[src/core/slq_pkg.sv]
package slq_pkg;

    localparam int unsigned NCOM          = 4;
    localparam int unsigned ADDR_W        = 12;
    localparam int unsigned DIV_W         = 16;

    // Register byte offsets
    localparam logic [11:0] OFF_CTRL_A    = 12'h000;
    localparam logic [11:0] OFF_CTRL_B    = 12'h004;
    localparam logic [11:0] OFF_FRAME     = 12'h008;
    localparam logic [11:0] OFF_CONTRAST  = 12'h00c;
    localparam logic [11:0] OFF_ASYNC     = 12'h010;
    localparam logic [11:0] OFF_STATUS    = 12'h014;
    localparam logic [11:0] OFF_MEM_BASE  = 12'h020;
    localparam logic [11:0] OFF_MEM_LAST  = 12'h02c;

    // Control A field positions
    localparam int unsigned BIT_ENABLE    = 7;
    localparam int unsigned BIT_LOW_POWER = 6;
    localparam int unsigned BIT_FLAG      = 4;
    localparam int unsigned BIT_BLANK     = 0;
    // Control B field positions
    localparam int unsigned BIT_CLK_SEL   = 7;
    localparam int unsigned BIT_HALF_BIAS = 6;
    localparam int unsigned POS_DUTY      = 4;
    localparam int unsigned POS_MASK      = 0;
    // Async status field position
    localparam int unsigned BIT_EXT_CLK   = 0;

    // Reset values
    localparam logic [7:0]  RST_CTRL_B    = 8'h00;
    localparam logic [15:0] RST_FRAME     = 16'h0000;
    localparam logic [7:0]  RST_CONTRAST  = 8'h00;

    // Duty encodings
    localparam logic [1:0]  DUTY_STATIC   = 2'h0;

    // Segment count for port mask value m is SEG_BASE + 2*m
    localparam logic [5:0]  SEG_BASE      = 6'h0d;

    // Drive level codes; with half bias LVL_LOW means the mid level
    localparam logic [1:0]  LVL_GND       = 2'h0;
    localparam logic [1:0]  LVL_LOW       = 2'h1;
    localparam logic [1:0]  LVL_HIGH      = 2'h2;
    localparam logic [1:0]  LVL_VLCD      = 2'h3;

    typedef enum logic [2:0] {
        SLP_ACTIVE,
        SLP_IDLE,
        SLP_ADC_NR,
        SLP_POWER_DOWN,
        SLP_POWER_SAVE,
        SLP_STANDBY
    } slq_sleep_t;

    typedef struct packed {
        logic       clk_sel;
        logic       half_bias;
        logic [1:0] duty;
        logic [3:0] pin_mask;
    } slq_cfg_t;

    typedef struct packed {
        logic       low_power;
        logic       blank;
        logic [7:0] contrast;
    } slq_latch_t;

endpackage

[src/core/slq_sync.sv]
`timescale 1ns/1ns
module slq_sync #(
    parameter int unsigned STAGES = 3
) (
    input  wire logic clk_i,
    input  wire logic rst_ni,
    input  wire logic d_i,
    output logic      tap_o,
    output logic      q_o
);
    logic [STAGES-1:0] chain_q;
    logic [STAGES-1:0] chain_d;

    always_comb
    begin
        chain_d = {chain_q[STAGES-2:0], d_i};
    end

    always_ff @(posedge clk_i or negedge rst_ni)
    begin
        if (!rst_ni)
        begin
            chain_q <= '0;
        end
        else
        begin
            chain_q <= chain_d;
        end
    end

    // Tap is the second-to-last stage, never the first one for three stages
    assign tap_o = chain_q[STAGES-2];
    assign q_o   = chain_q[STAGES-1];
endmodule

[src/core/slq_frame_sequencer.sv]
`timescale 1ns/1ns
// Behaviour
// - Low-power bit selects low-power waveform else default
// - Low-power mode holds data two frames
// - Low-power latches and flags every second frame
// - Static, 1/2, 1/3, 1/4 duty supported
// - Half or third bias selectable when multiplexed
// - Synchronous clock runs in idle, power-save
// - Async clock with RC adds noise-reduction mode
// - External clock buffer enabled with async select
// - Blanking grounds all pins after current frame
// - Display memory kept intact during blanking
// - Masked segment pins revert to port function
// - Unused commons revert to port automatically
// - Latch memory, blank, waveform, contrast per frame
// - Writes accepted anytime; updates may split frames
// - Memory bit one energizes segment
// - Extra intermediate levels per bias choice
// - Flag set at frame latch, write one clears
// - Duty field encodes 00,01,10,11
module slq_frame_sequencer
    import slq_pkg::*;
#(
    parameter int unsigned NSEG = 25
) (
    input  wire logic                  clk_i,
    input  wire logic                  resetn_i,
    input  wire logic                  psel_i,
    input  wire logic                  penable_i,
    input  wire logic                  pwrite_i,
    input  wire logic [ADDR_W-1:0]     paddr_i,
    input  wire logic [31:0]           pwdata_i,
    output logic      [31:0]           prdata_o,
    output logic                       pready_o,
    output logic                       pslverr_o,
    input  wire logic                  timer_osc_input_pin_i,
    input  wire slq_sleep_t            sleep_mode_i,
    input  wire logic                  sys_clk_rc_i,
    output logic [NCOM-1:0][1:0]       com_level_o,
    output logic [NSEG-1:0][1:0]       seg_level_o,
    output logic [NCOM-1:0]            com_lcd_en_o,
    output logic [NSEG-1:0]            seg_lcd_en_o,
    output logic [7:0]                 contrast_o,
    output logic                       ext_clk_buf_en_o,
    output logic                       running_o,
    output logic                       frame_start_flag_o
);
    typedef enum logic {SQ_OFF, SQ_RUN} slq_state_t;

    logic rst_n;
    logic tosc_tap;
    logic tosc_q;

    slq_sync #(.STAGES(2)) u_rst_sync (
        .clk_i  (clk_i),
        .rst_ni (resetn_i),
        .d_i    (1'b1),
        .tap_o  (),
        .q_o    (rst_n)
    );

    slq_sync #(.STAGES(3)) u_tosc_sync (
        .clk_i  (clk_i),
        .rst_ni (rst_n),
        .d_i    (timer_osc_input_pin_i),
        .tap_o  (tosc_tap),
        .q_o    (tosc_q)
    );

    // Register group
    logic             enable_q, enable_d;
    logic             low_power_wave_select_q, low_power_wave_select_d;
    logic             blank_request_q, blank_request_d;
    logic             frame_start_flag_q, frame_start_flag_d;
    slq_cfg_t         cfg_q, cfg_d;
    logic [DIV_W-1:0] frame_rate_q, frame_rate_d;
    logic [7:0]       contrast_q, contrast_d;
    logic             ext_clk_en_q, ext_clk_en_d;
    logic [NSEG-1:0]  mem_q [NCOM];
    logic [NSEG-1:0]  mem_d [NCOM];
    logic             pready_q, pready_d;
    logic             pslverr_q, pslverr_d;
    logic [31:0]      prdata_q, prdata_d;

    // Sequencer group
    slq_state_t       st_q, st_d;
    logic [DIV_W-1:0] div_q, div_d;
    logic [1:0]       com_q, com_d;
    logic             half_q, half_d;
    logic             pair_q, pair_d;
    logic             tosc_lvl_q, tosc_lvl_d;
    slq_latch_t       lat_q, lat_d;
    logic [NSEG-1:0]  lmem_q [NCOM];
    logic [NSEG-1:0]  lmem_d [NCOM];
    logic             frame_latch;
    logic             run_ok;
    logic             tick;

    // Output group
    logic [NCOM-1:0][1:0] com_level_d;
    logic [NSEG-1:0][1:0] seg_level_d;
    logic [NCOM-1:0]      com_en_d;
    logic [NSEG-1:0]      seg_en_d;
    logic                 ext_buf_d;
    logic                 running_d;

    logic access;
    logic mem_hit;
    logic [11:0] word_addr;

    always_comb
    begin
        access    = psel_i & penable_i & pready_q;
        word_addr = {paddr_i[11:2], 2'b00};
        mem_hit   = (word_addr >= OFF_MEM_BASE) && (word_addr <= OFF_MEM_LAST);
        enable_d                = enable_q;
        low_power_wave_select_d = low_power_wave_select_q;
        blank_request_d         = blank_request_q;
        cfg_d                   = cfg_q;
        frame_rate_d            = frame_rate_q;
        contrast_d              = contrast_q;
        ext_clk_en_d            = ext_clk_en_q;
        mem_d                   = mem_q;
        frame_start_flag_d      = frame_start_flag_q;
        // One wait state so read data leaves a flip-flop
        pready_d  = psel_i & penable_i & ~pready_q;
        pslverr_d = 1'b0;
        prdata_d  = 32'h0000_0000;
        if (pready_d)
        begin
            pslverr_d = 1'b1;
            if (mem_hit)
            begin
                pslverr_d = 1'b0;
                prdata_d[NSEG-1:0] = mem_q[word_addr[3:2]];
            end
            else
            begin
                case (word_addr)
                    OFF_CTRL_A:
                    begin
                        pslverr_d = 1'b0;
                        prdata_d[BIT_ENABLE]    = enable_q;
                        prdata_d[BIT_LOW_POWER] = low_power_wave_select_q;
                        prdata_d[BIT_FLAG]      = frame_start_flag_q;
                        prdata_d[BIT_BLANK]     = blank_request_q;
                    end
                    OFF_CTRL_B:
                    begin
                        pslverr_d = 1'b0;
                        prdata_d[7:0] = cfg_q;
                    end
                    OFF_FRAME:
                    begin
                        pslverr_d = 1'b0;
                        prdata_d[DIV_W-1:0] = frame_rate_q;
                    end
                    OFF_CONTRAST:
                    begin
                        pslverr_d = 1'b0;
                        prdata_d[7:0] = contrast_q;
                    end
                    OFF_ASYNC:
                    begin
                        pslverr_d = 1'b0;
                        prdata_d[BIT_EXT_CLK] = ext_clk_en_q;
                    end
                    OFF_STATUS:
                    begin
                        pslverr_d = 1'b0;
                        prdata_d[4:0] = {st_q == SQ_RUN, com_q, lat_q.blank, lat_q.low_power};
                    end
                    default:
                    begin
                        pslverr_d = 1'b1;
                    end
                endcase
            end
        end
        // Writes land at any time; latching only samples them at frame start
        if (access && pwrite_i)
        begin
            if (mem_hit)
            begin
                mem_d[word_addr[3:2]] = pwdata_i[NSEG-1:0];
            end
            else
            begin
                case (word_addr)
                    OFF_CTRL_A:
                    begin
                        enable_d                = pwdata_i[BIT_ENABLE];
                        low_power_wave_select_d = pwdata_i[BIT_LOW_POWER];
                        blank_request_d         = pwdata_i[BIT_BLANK];
                        if (pwdata_i[BIT_FLAG])
                        begin
                            frame_start_flag_d = 1'b0;
                        end
                    end
                    OFF_CTRL_B:   cfg_d        = pwdata_i[7:0];
                    OFF_FRAME:    frame_rate_d = pwdata_i[DIV_W-1:0];
                    OFF_CONTRAST: contrast_d   = pwdata_i[7:0];
                    OFF_ASYNC:    ext_clk_en_d = pwdata_i[BIT_EXT_CLK];
                    default:      enable_d     = enable_q;
                endcase
            end
        end
        // Set beats a same-cycle clear
        if (frame_latch)
        begin
            frame_start_flag_d = 1'b1;
        end
    end

    always_ff @(posedge clk_i or negedge rst_n)
    begin
        if (!rst_n)
        begin
            enable_q                <= 1'b0;
            low_power_wave_select_q <= 1'b0;
            blank_request_q         <= 1'b0;
            frame_start_flag_q      <= 1'b0;
            cfg_q                   <= RST_CTRL_B;
            frame_rate_q            <= RST_FRAME;
            contrast_q              <= RST_CONTRAST;
            ext_clk_en_q            <= 1'b0;
            mem_q                   <= '{default: '0};
            pready_q                <= 1'b0;
            pslverr_q               <= 1'b0;
            prdata_q                <= 32'h0000_0000;
        end
        else
        begin
            enable_q                <= enable_d;
            low_power_wave_select_q <= low_power_wave_select_d;
            blank_request_q         <= blank_request_d;
            frame_start_flag_q      <= frame_start_flag_d;
            cfg_q                   <= cfg_d;
            frame_rate_q            <= frame_rate_d;
            contrast_q              <= contrast_d;
            ext_clk_en_q            <= ext_clk_en_d;
            mem_q                   <= mem_d;
            pready_q                <= pready_d;
            pslverr_q               <= pslverr_d;
            prdata_q                <= prdata_d;
        end
    end

    // Sleep mode gating; deep modes rely on software disabling first
    always_comb
    begin
        case (sleep_mode_i)
            SLP_ACTIVE:     run_ok = 1'b1;
            SLP_IDLE:       run_ok = 1'b1;
            SLP_POWER_SAVE: run_ok = 1'b1;
            SLP_ADC_NR:     run_ok = cfg_q.clk_sel & sys_clk_rc_i;
            default:        run_ok = 1'b0;
        endcase
    end

    always_comb
    begin
        tosc_lvl_d = (tosc_tap == tosc_q) ? tosc_q : tosc_lvl_q;
        tick       = cfg_q.clk_sel ? (tosc_tap & tosc_q & ~tosc_lvl_q) : 1'b1;
        st_d        = st_q;
        div_d       = div_q;
        com_d       = com_q;
        half_d      = half_q;
        pair_d      = pair_q;
        lat_d       = lat_q;
        lmem_d      = lmem_q;
        frame_latch = 1'b0;
        case (st_q)
            SQ_OFF:
            begin
                if (enable_q && run_ok)
                begin
                    st_d        = SQ_RUN;
                    div_d       = '0;
                    com_d       = 2'h0;
                    half_d      = 1'b0;
                    pair_d      = 1'b0;
                    frame_latch = 1'b1;
                end
            end
            SQ_RUN:
            begin
                if (!enable_q)
                begin
                    st_d = SQ_OFF;
                end
                else if (tick && run_ok)
                begin
                    if (div_q != frame_rate_q)
                    begin
                        div_d = div_q + 1'b1;
                    end
                    else
                    begin
                        div_d = '0;
                        if (!lat_q.low_power && !half_q)
                        begin
                            half_d = 1'b1;
                        end
                        else
                        begin
                            half_d = 1'b0;
                            if (com_q == cfg_q.duty)
                            begin
                                com_d = 2'h0;
                                if (lat_q.low_power && !pair_q)
                                begin
                                    pair_d = 1'b1;
                                end
                                else
                                begin
                                    pair_d      = 1'b0;
                                    frame_latch = 1'b1;
                                end
                            end
                            else
                            begin
                                com_d = com_q + 2'h1;
                            end
                        end
                    end
                end
            end
            default:
            begin
                st_d = SQ_OFF;
            end
        endcase
        if (frame_latch)
        begin
            lat_d  = '{low_power: low_power_wave_select_q, blank: blank_request_q, contrast: contrast_q};
            lmem_d = mem_q;
        end
    end

    always_ff @(posedge clk_i or negedge rst_n)
    begin
        if (!rst_n)
        begin
            st_q       <= SQ_OFF;
            div_q      <= '0;
            com_q      <= 2'h0;
            half_q     <= 1'b0;
            pair_q     <= 1'b0;
            tosc_lvl_q <= 1'b0;
            lat_q      <= '0;
            lmem_q     <= '{default: '0};
        end
        else
        begin
            st_q       <= st_d;
            div_q      <= div_d;
            com_q      <= com_d;
            half_q     <= half_d;
            pair_q     <= pair_d;
            tosc_lvl_q <= tosc_lvl_d;
            lat_q      <= lat_d;
            lmem_q     <= lmem_d;
        end
    end

    // Pin levels; low-power flips polarity per frame, default per half slot
    logic       pol;
    logic [1:0] sel_lvl;
    logic [1:0] anti_lvl;
    logic [1:0] idle_com;
    logic [1:0] off_seg;
    logic [5:0] seg_cnt;

    always_comb
    begin
        running_d = (st_q == SQ_RUN);
        ext_buf_d = ext_clk_en_q & cfg_q.clk_sel;
        pol       = lat_q.low_power ? pair_q : half_q;
        sel_lvl   = pol ? LVL_GND : LVL_VLCD;
        anti_lvl  = pol ? LVL_VLCD : LVL_GND;
        idle_com  = cfg_q.half_bias ? LVL_LOW : (pol ? LVL_HIGH : LVL_LOW);
        off_seg   = (cfg_q.half_bias || cfg_q.duty == DUTY_STATIC) ? sel_lvl
                    : (pol ? LVL_LOW : LVL_HIGH);
        seg_cnt   = SEG_BASE + {1'b0, cfg_q.pin_mask, 1'b0};
        for (int c = 0; c < NCOM; c++)
        begin
            com_en_d[c]    = running_d && (2'(c) <= cfg_q.duty);
            com_level_d[c] = LVL_GND;
            if (com_en_d[c] && !lat_q.blank)
            begin
                com_level_d[c] = (2'(c) == com_q) ? sel_lvl : idle_com;
            end
        end
        for (int s = 0; s < NSEG; s++)
        begin
            seg_en_d[s]    = running_d && (6'(s) < seg_cnt);
            seg_level_d[s] = LVL_GND;
            if (seg_en_d[s] && !lat_q.blank)
            begin
                seg_level_d[s] = lmem_q[com_q][s] ? anti_lvl : off_seg;
            end
        end
    end

    always_ff @(posedge clk_i or negedge rst_n)
    begin
        if (!rst_n)
        begin
            com_level_o        <= '0;
            seg_level_o        <= '0;
            com_lcd_en_o       <= '0;
            seg_lcd_en_o       <= '0;
            contrast_o         <= RST_CONTRAST;
            ext_clk_buf_en_o   <= 1'b0;
            running_o          <= 1'b0;
            frame_start_flag_o <= 1'b0;
        end
        else
        begin
            com_level_o        <= com_level_d;
            seg_level_o        <= seg_level_d;
            com_lcd_en_o       <= com_en_d;
            seg_lcd_en_o       <= seg_en_d;
            contrast_o         <= lat_q.contrast;
            ext_clk_buf_en_o   <= ext_buf_d;
            running_o          <= running_d;
            frame_start_flag_o <= frame_start_flag_q;
        end
    end

    assign prdata_o  = prdata_q;
    assign pready_o  = pready_q;
    assign pslverr_o = pslverr_q;
endmodule

[config.mk]
export PLATFORM = sky130hd
export DESIGN_NAME = slq_frame_sequencer
export DESIGN_NICKNAME = d
export VERILOG_FILES = /design/src/core/slq_pkg.sv /design/src/core/slq_sync.sv /design/src/core/slq_frame_sequencer.sv
export SDC_FILE = /design/constraint.sdc
export NUM_CORES = 1
export LEC_CHECK = 0
export BUFFER_PORTS_ARGS = -buffer_cell sky130_fd_sc_hd__buf_2
export CAP_MARGIN = 30
export CORE_UTILIZATION = 25
export CTS_CLUSTER_SIZE = 40
export DETAILED_ROUTE_END_ITERATION = 16
export HOLD_SLACK_MARGIN = 0.12
export PLACE_DENSITY = 0.42
export SLEW_MARGIN = 20
export SYNTH_ARGS = -nofsm -noshare
export SYNTH_HDL_FRONTEND = slang
export SYNTH_SLANG_ARGS = --single-unit
[constraint.sdc]
create_clock -name clk_i -period 11.9 [get_ports clk_i]
set_input_delay 0.595 -clock clk_i [delete_from_list [all_inputs] [get_ports clk_i]]
set_output_delay 0.595 -clock clk_i [all_outputs]
set_load 0.1 [all_outputs]
### Word level (Yosys, flattened, before mapping)

Cells that the tools add are included.

| word-level totals | value |
|---|---|
| bits in registers | 399 |
| ROM bits | 0 |
| word-level logic and storage cells | 357 |
| latch bits | 0 |
| output and inout bits | 132 |
| bits in writable memories | 0 |
| memories | 0 |
| bits of input ports | 54 |

| operators by class | value |
|---|---|
| magnitude comparators | 34 |
| equal/unequal tests | 21 |
| divide/modulo/power cells | 0 |
| muxes and demuxes | 128 |
| reductions and logical operators | 90 |
| shift-type cells | 0 |
| multiply operators | 0 |
| bitwise logic cells | 13 |
| add/sub/neg operators | 3 |

Operators with widths:

| operator | number |
|---|---|
| $mux W25 | 6 |
| $mux W2 | 70 |
| $bmux W25 S2 | 2 |
| $bwmux W100 | 1 |
| $mux W16 | 5 |
| $logic_and A1 B1 Y1 | 65 |
| $lt A5 B6 Y1 const A | 9 |
| $demux W25 S2 | 1 |
| $lt A4 B6 Y1 const A | 8 |
| $pmux W16 S2 | 1 |
| $mux W1 | 29 |
| $lt A3 B6 Y1 const A | 4 |
| $eq A10 B2 Y1 const B | 2 |
| $eq A10 B3 Y1 const B | 2 |
| $reduce_and A3 Y1 | 6 |
| $add A16 B1 Y16 const B | 1 |
| $ne A16 B16 Y1 | 1 |
| $ge A12 B6 Y1 const B | 1 |
| $le A12 B6 Y1 const B | 1 |
| $lt A1 B6 Y1 const A | 2 |
| $lt A2 B6 Y1 const A | 2 |
| $pmux W3 S4 | 1 |
| $eq A10 B1 Y1 const B | 1 |
| $logic_not A10 Y1 | 1 |
| other kinds (37) | 67 |

### Depth between registers and ports, before layout

| depth | value |
|---|---|
| depth after elaboration | 11 |
| depth in mapped cells | 9 |
| depth with buffers taken out | 7 |

### Modules after synthesis

A second synthesis with hierarchy kept.

| unflattened totals | value |
|---|---|
| cell total of the unflattened synthesis | 1204 |
| area, all modules | 16829.9 µm² |

By module, submodules not included:

| module | cells each | area each (µm²) | times used | seq. area each (µm²) |
|---|---|---|---|---|
| slq_frame_sequencer | 1199 | 16704.8 | 1 | 9509.1 |
| slq_sync (u_tosc_sync) | 3 | 75.1 | 1 | 75.1 |
| slq_sync (u_rst_sync) | 2 | 50.0 | 1 | 50.0 |

### Worst setup path after synthesis

No wires, ideal clock.

| path | value |
|---|---|
| path type | input to register |
| from | input port paddr_i[8] |
| to | register mem_q[80] (netlist name) |
| arrival | 2.800 ns |
| data required time | 11.775 ns |
| path slack | 8.975 ns |
| stages on the path | 8 |
| setup time | 0.125 ns |
| buffers on the path | 3 |
| path through | or4_4 -> or4_4 -> or2_1 -> buf_6 -> or3_1 -> buf_6 -> buf_12 -> mux2_4 |

| between the ends | value |
|---|---|
| cells in the longest elaborated chain, start to end | 3 |
| elaborated cells on any way between the ends | 4 |
| those cells by class | order compare (2); reduce/logical (2) |

Ends and longest elaborated chain:

| what | RTL line | source |
|---|---|---|
| start: declaration | slq_frame_sequencer.sv:31 | `input wire logic [ADDR_W-1:0] paddr_i,` |
| $ge A12 B6 Y1 or $le A12 B6 Y1 (tied branches) | slq_frame_sequencer.sv:115 | `mem_hit = (word_addr >= OFF_MEM_BASE) && (word_addr <= OFF_MEM_LAST);` |
| $logic_and A1 B1 Y1 (*) | slq_frame_sequencer.sv:115 |  |
| $reduce_and A2 Y1 (no source line) (*) | -- |  |
| end signal: assignment | slq_frame_sequencer.sv:242 | `mem_q <= mem_d;` |
| end: declaration | slq_frame_sequencer.sv:79 | `logic [NSEG-1:0] mem_q [NCOM];` |

Mark *: on every way between the ends. The rest lies on a longest branch, timed or not.
A chain may end at the register's enable or synchronous reset.

### Worst setup path after layout

| path | value |
|---|---|
| from | register lat_q[9] (netlist name) |
| to | register lmem_q[99] (netlist name) |

| between the ends | value |
|---|---|
| cells in the longest elaborated chain, start to end | 8 |
| elaborated cells on any way between the ends | 10 |
| those cells by class | mux (7); reduce/logical (3) |

Ends and longest elaborated chain:

| what | RTL line | source |
|---|---|---|
| start: declaration | slq_frame_sequencer.sv:92 | `slq_latch_t lat_q, lat_d;` |
| start signal: assignment | slq_frame_sequencer.sv:362 | `lat_q <= lat_d;` |
| $logic_and A1 B1 Y1 | slq_frame_sequencer.sv:311 | `if (lat_q.low_power && !pair_q)` |
| $mux W1 | slq_frame_sequencer.sv:311 |  |
| $mux W1 | slq_frame_sequencer.sv:308 | `if (com_q == cfg_q.duty)` |
| $mux W1 (*) | slq_frame_sequencer.sv:301 | `if (!lat_q.low_power && !half_q)` |
| $mux W1 (*) | slq_frame_sequencer.sv:294 | `if (div_q != frame_rate_q)` |
| $mux W1 (*) | slq_frame_sequencer.sv:292 | `else if (tick && run_ok)` |
| $mux W1 (*) | slq_frame_sequencer.sv:288 | `if (!enable_q)` |
| $pmux W1 S2 (*) | slq_frame_sequencer.sv:273 | `case (st_q)` |
| end signal: assignment | slq_frame_sequencer.sv:363 | `lmem_q <= lmem_d;` |
| end: declaration | slq_frame_sequencer.sv:93 | `logic [NSEG-1:0] lmem_q [NCOM];` |

Marked as above.

==> flow_metrics.py <==
metrics = {
    "floorplanning": {
        "num_rows": 101,
        "die_w_um": 281,
        "pin_count": 186,
        "die_h_um": 281,
        "design.core.area_um2": 76300,
        "initial_utilization": 0.254,
        "die_area_um2": 78700,
    },
    "worst_setup_path": {
        "cp_max_fo": 66,
        "critical_path.cell_chain": "mux2i_4, buf_4, buf_4, o211ai_1, nand3_1",
        "rr_startpoint": "lat_q[9]",
        "worstPathArrival_ns": 3.96,
        "worst-setup-path-type": "flip-flop to flip-flop",
        "crit_top_cell": "buf_4",
        "slowest_delay_ns": 0.86,
        "crit_path_top_delay_cell": "buf_4",
        "cp-startpoint": "lat_q[9]",
        "startpoint_type": "flip-flop",
        "critPathCaptureType": "flip-flop",
        "worst_ep_required_time_ns": 12.41,
    },
    "finish": {
        "final_cell_mix": "dfrtp_1 (382), buf_2 (169), a21oi_1 (131), nand3_1 (126), mux2_2 (118)",
        "diodes": 0,
        "drive_above_1_share": 0.269,
        "layout_commonest_cell": "dfrtp_1",
        "finish.instance_area_um2": 22900,
        "finalNonFillerCells": 2887,
        "syn_to_final_growth_pct": 18.1,
        "layout.nets": 1888,
    },
    "synthesis": {
        "syn_area_per_cell_um2": 11.1,
        "ys_ff_latch": 385,
        "synth_edf_count": 0,
        "async_reset_ff_frac": 1.00,
        "ys.flop_type": "dfrtp_1",
        "synth_warnings": 0,
        "ys_seq_area_frac": 0.496,
        "syn_inst": 1743,
        "yosysUniqueCellTypes": 64,
        "mappedNetlistArea_um2": 19400,
    },
    "global_route": {
        "grt_use_met1": 0.220,
        "antenna_found_initial": 6,
        "track_usage": 0.165,
        "gr-usage-met2": 0.273,
        "grt_max_degree": 89,
        "grt_pass1_wl_um": 99500,
        "gr-total-overflow": 0,
        "busiest_layer": "met2",
        "grt_use_met3": 0.0263,
        "first_global_vias": 15000,
    },
    "placement": {
        "hpwl_um": 39400,
        "placed_cells": 2799,
        "io_buffers": 169,
        "place_congestion": 0.778,
        "place_area_um2": 21200,
    },
    "outcome": {
        "status": "finished, final reports clean",
    },
    "sta": {
        "fmax_mhz": 289,
        "slew_headroom": 0.347,
        "hold_viol": 0,
        "tns_ns": 0,
        "worst_pin_slew_ns": 0.979,
        "clock_skew_ns": 0.0180,
        "finalSetupViolCount": 0,
        "rsz0062_at_grt": "false",
        "layout_min_cycle_time_ns": 3.46,
        "finalCritPeriodShare": 0.290,
        "slew_violations": 0,
        "whs_ns": 0.196,
    },
    "power_and_ir_drop": {
        "p_leak_nw": 9.32,
        "p_per_area_nw_per_um2": 128,
        "finalPower_mw": 2.94,
        "peakVddDrop_v": 0.0000842,
    },
    "clocking": {
        "htreeDepth": 2,
        "ctsHoldBuffers": 2,
        "cts_max_path_buffers": 3,
        "clock_latency_ns": 0.58,
        "cts_root_buf": "clkbuf_16",
        "path_clk_slew_ns": 0.06,
        "cts_num_sinks": 385,
        "post_cts_resized": 0,
        "numCtsBuffers": 45,
        "cts_tree": "done",
        "cts_setup_buffers": 0,
    },
    "detailed_routing": {
        "drt-total-wl_um": 65400,
        "drcViolationCount": 0,
        "vias": 15000,
        "antenna_left": 0,
        "dr.pass1.iters": 4,
        "drtIter0Drc": 941,
        "routed_via_density": 5.19,
        "routedWlPerCell_um": 22.6,
    },
    "worst_hold_path": {
        "hold_class": "flip-flop to asynchronous set/reset pin",
    },
    "flow_run": {
        "max-cap-violations": 0,
    },
}
==> flip-flops by register name, summed over array words and instances, names as in the netlist, 2 cells and up <==
signal,flops
mem_q,100
com_lcd_en_o,3
com_level_o,8
contrast_q,8
com_q,2
u_tosc_sync.chain_q,3
u_rst_sync.chain_q,2
lmem_q,100
contrast_o,8
lat_q,10
seg_lcd_en_o,13
frame_rate_q,16
seg_level_o,50
cfg_q,8
div_q,16
prdata_o,25
==> area by class of cell <==
type,instances,area (um2)
clock buffers,65,1340
clock inverters,16,263
fillers,7820,53400
inverters,13,48.8
multi-input cells,1166,8980
flip-flops and latches,385,9640
well taps,1030,1290
repair buffers,212,1350
==> Yosys cell counts (18+ instances only) <==
cell type	instances	area (um2)
nand2_1	30	113
and2_1	18	113
dfrtp_1	385	9630
nand3_1	126	631
mux4_2	52	1170
nor2_1	89	334
xnor2_1	48	420
xor2_1	18	158
clkbuf_1	137	514
mux2_4	20	300
buf_4	21	158
nand4_1	116	726
mux2_2	119	1340
nor3b_1	110	826
o211ai_1	112	841
a21oi_1	132	661
==> logic make-up (layout without fill, tap and decap cells) <==
kind of cell | after synthesis | after routing | share of synthesized area
other | 2 | 8 | 0.000387
and+or+nand+nor | 566 | 566 | 0.167
buffers and inverters | 198 | 306 | 0.0453
xor gates and xnor gates | 66 | 66 | 0.0298
muxes | 199 | 199 | 0.149
DFF | 385 | 385 | 0.496
adders and majority gates | 11 | 11 | 0.00709
AOI/OAI and AO/OA | 316 | 316 | 0.105
==> path summary, 6_finish.rpt <==
check,endpoint,slack (ns),cells past startpoint
max in group asynchronous,mem_q[67],9.65,4
max reg2reg,lmem_q[99],8.44,5
min reg2reg,prdata_o[8],0.20,0
max,lmem_q[99],8.44,5
min,prdata_o[8],0.20,0
min in group clk_i,pready_o,0.30,3
==> metal layers <==
| layer | wire, um | part of all wire | up-vias |
|---|---|---|---|
| met3 | 3020 | 0.046 | 108 |
| met5 | 53 | 0.00081 | - |
| met2 | 31700 | 0.48 | 433 |
| met1 | 28800 | 0.44 | 7785 |
| li1 | - | - | 6637 |
| met4 | 1770 | 0.027 | 10 |
==> stage by stage <==
stage | worst slack, ns | util
6_report | 8.44 | 0.300
5_1_grt | 8.29 | 0.300
4_1_cts | 8.52 | 0.299
3_5_place_dp | 8.38 | 0.277
3_3_place_gp | 8.20 | 0.276
2_1_floorplan | 0.375 | -
==> worst max-delay path: cells and delay by family (launching register included) <==
| family | cells | cell delay, ns |
|---|---|---|
| compound gates | 1 | 0.22 |
| buf+inv | 2 | 1.66 |
| flops | 1 | 0.55 |
| mux | 1 | 0.68 |
| simple gates | 1 | 0.14 |
==> where the power goes <==
part / switching (mW) / leakage [nW] / internal [mW] / total [mW]
registers: 0.00625 / 4.72 / 1.32 / 1.32
clock network: 0.585 / 0.785 / 0.931 / 1.52
logic: 0.0766 / 3.82 / 0.0256 / 0.102
No activity file was read; power rests on OpenSTA's default activity.
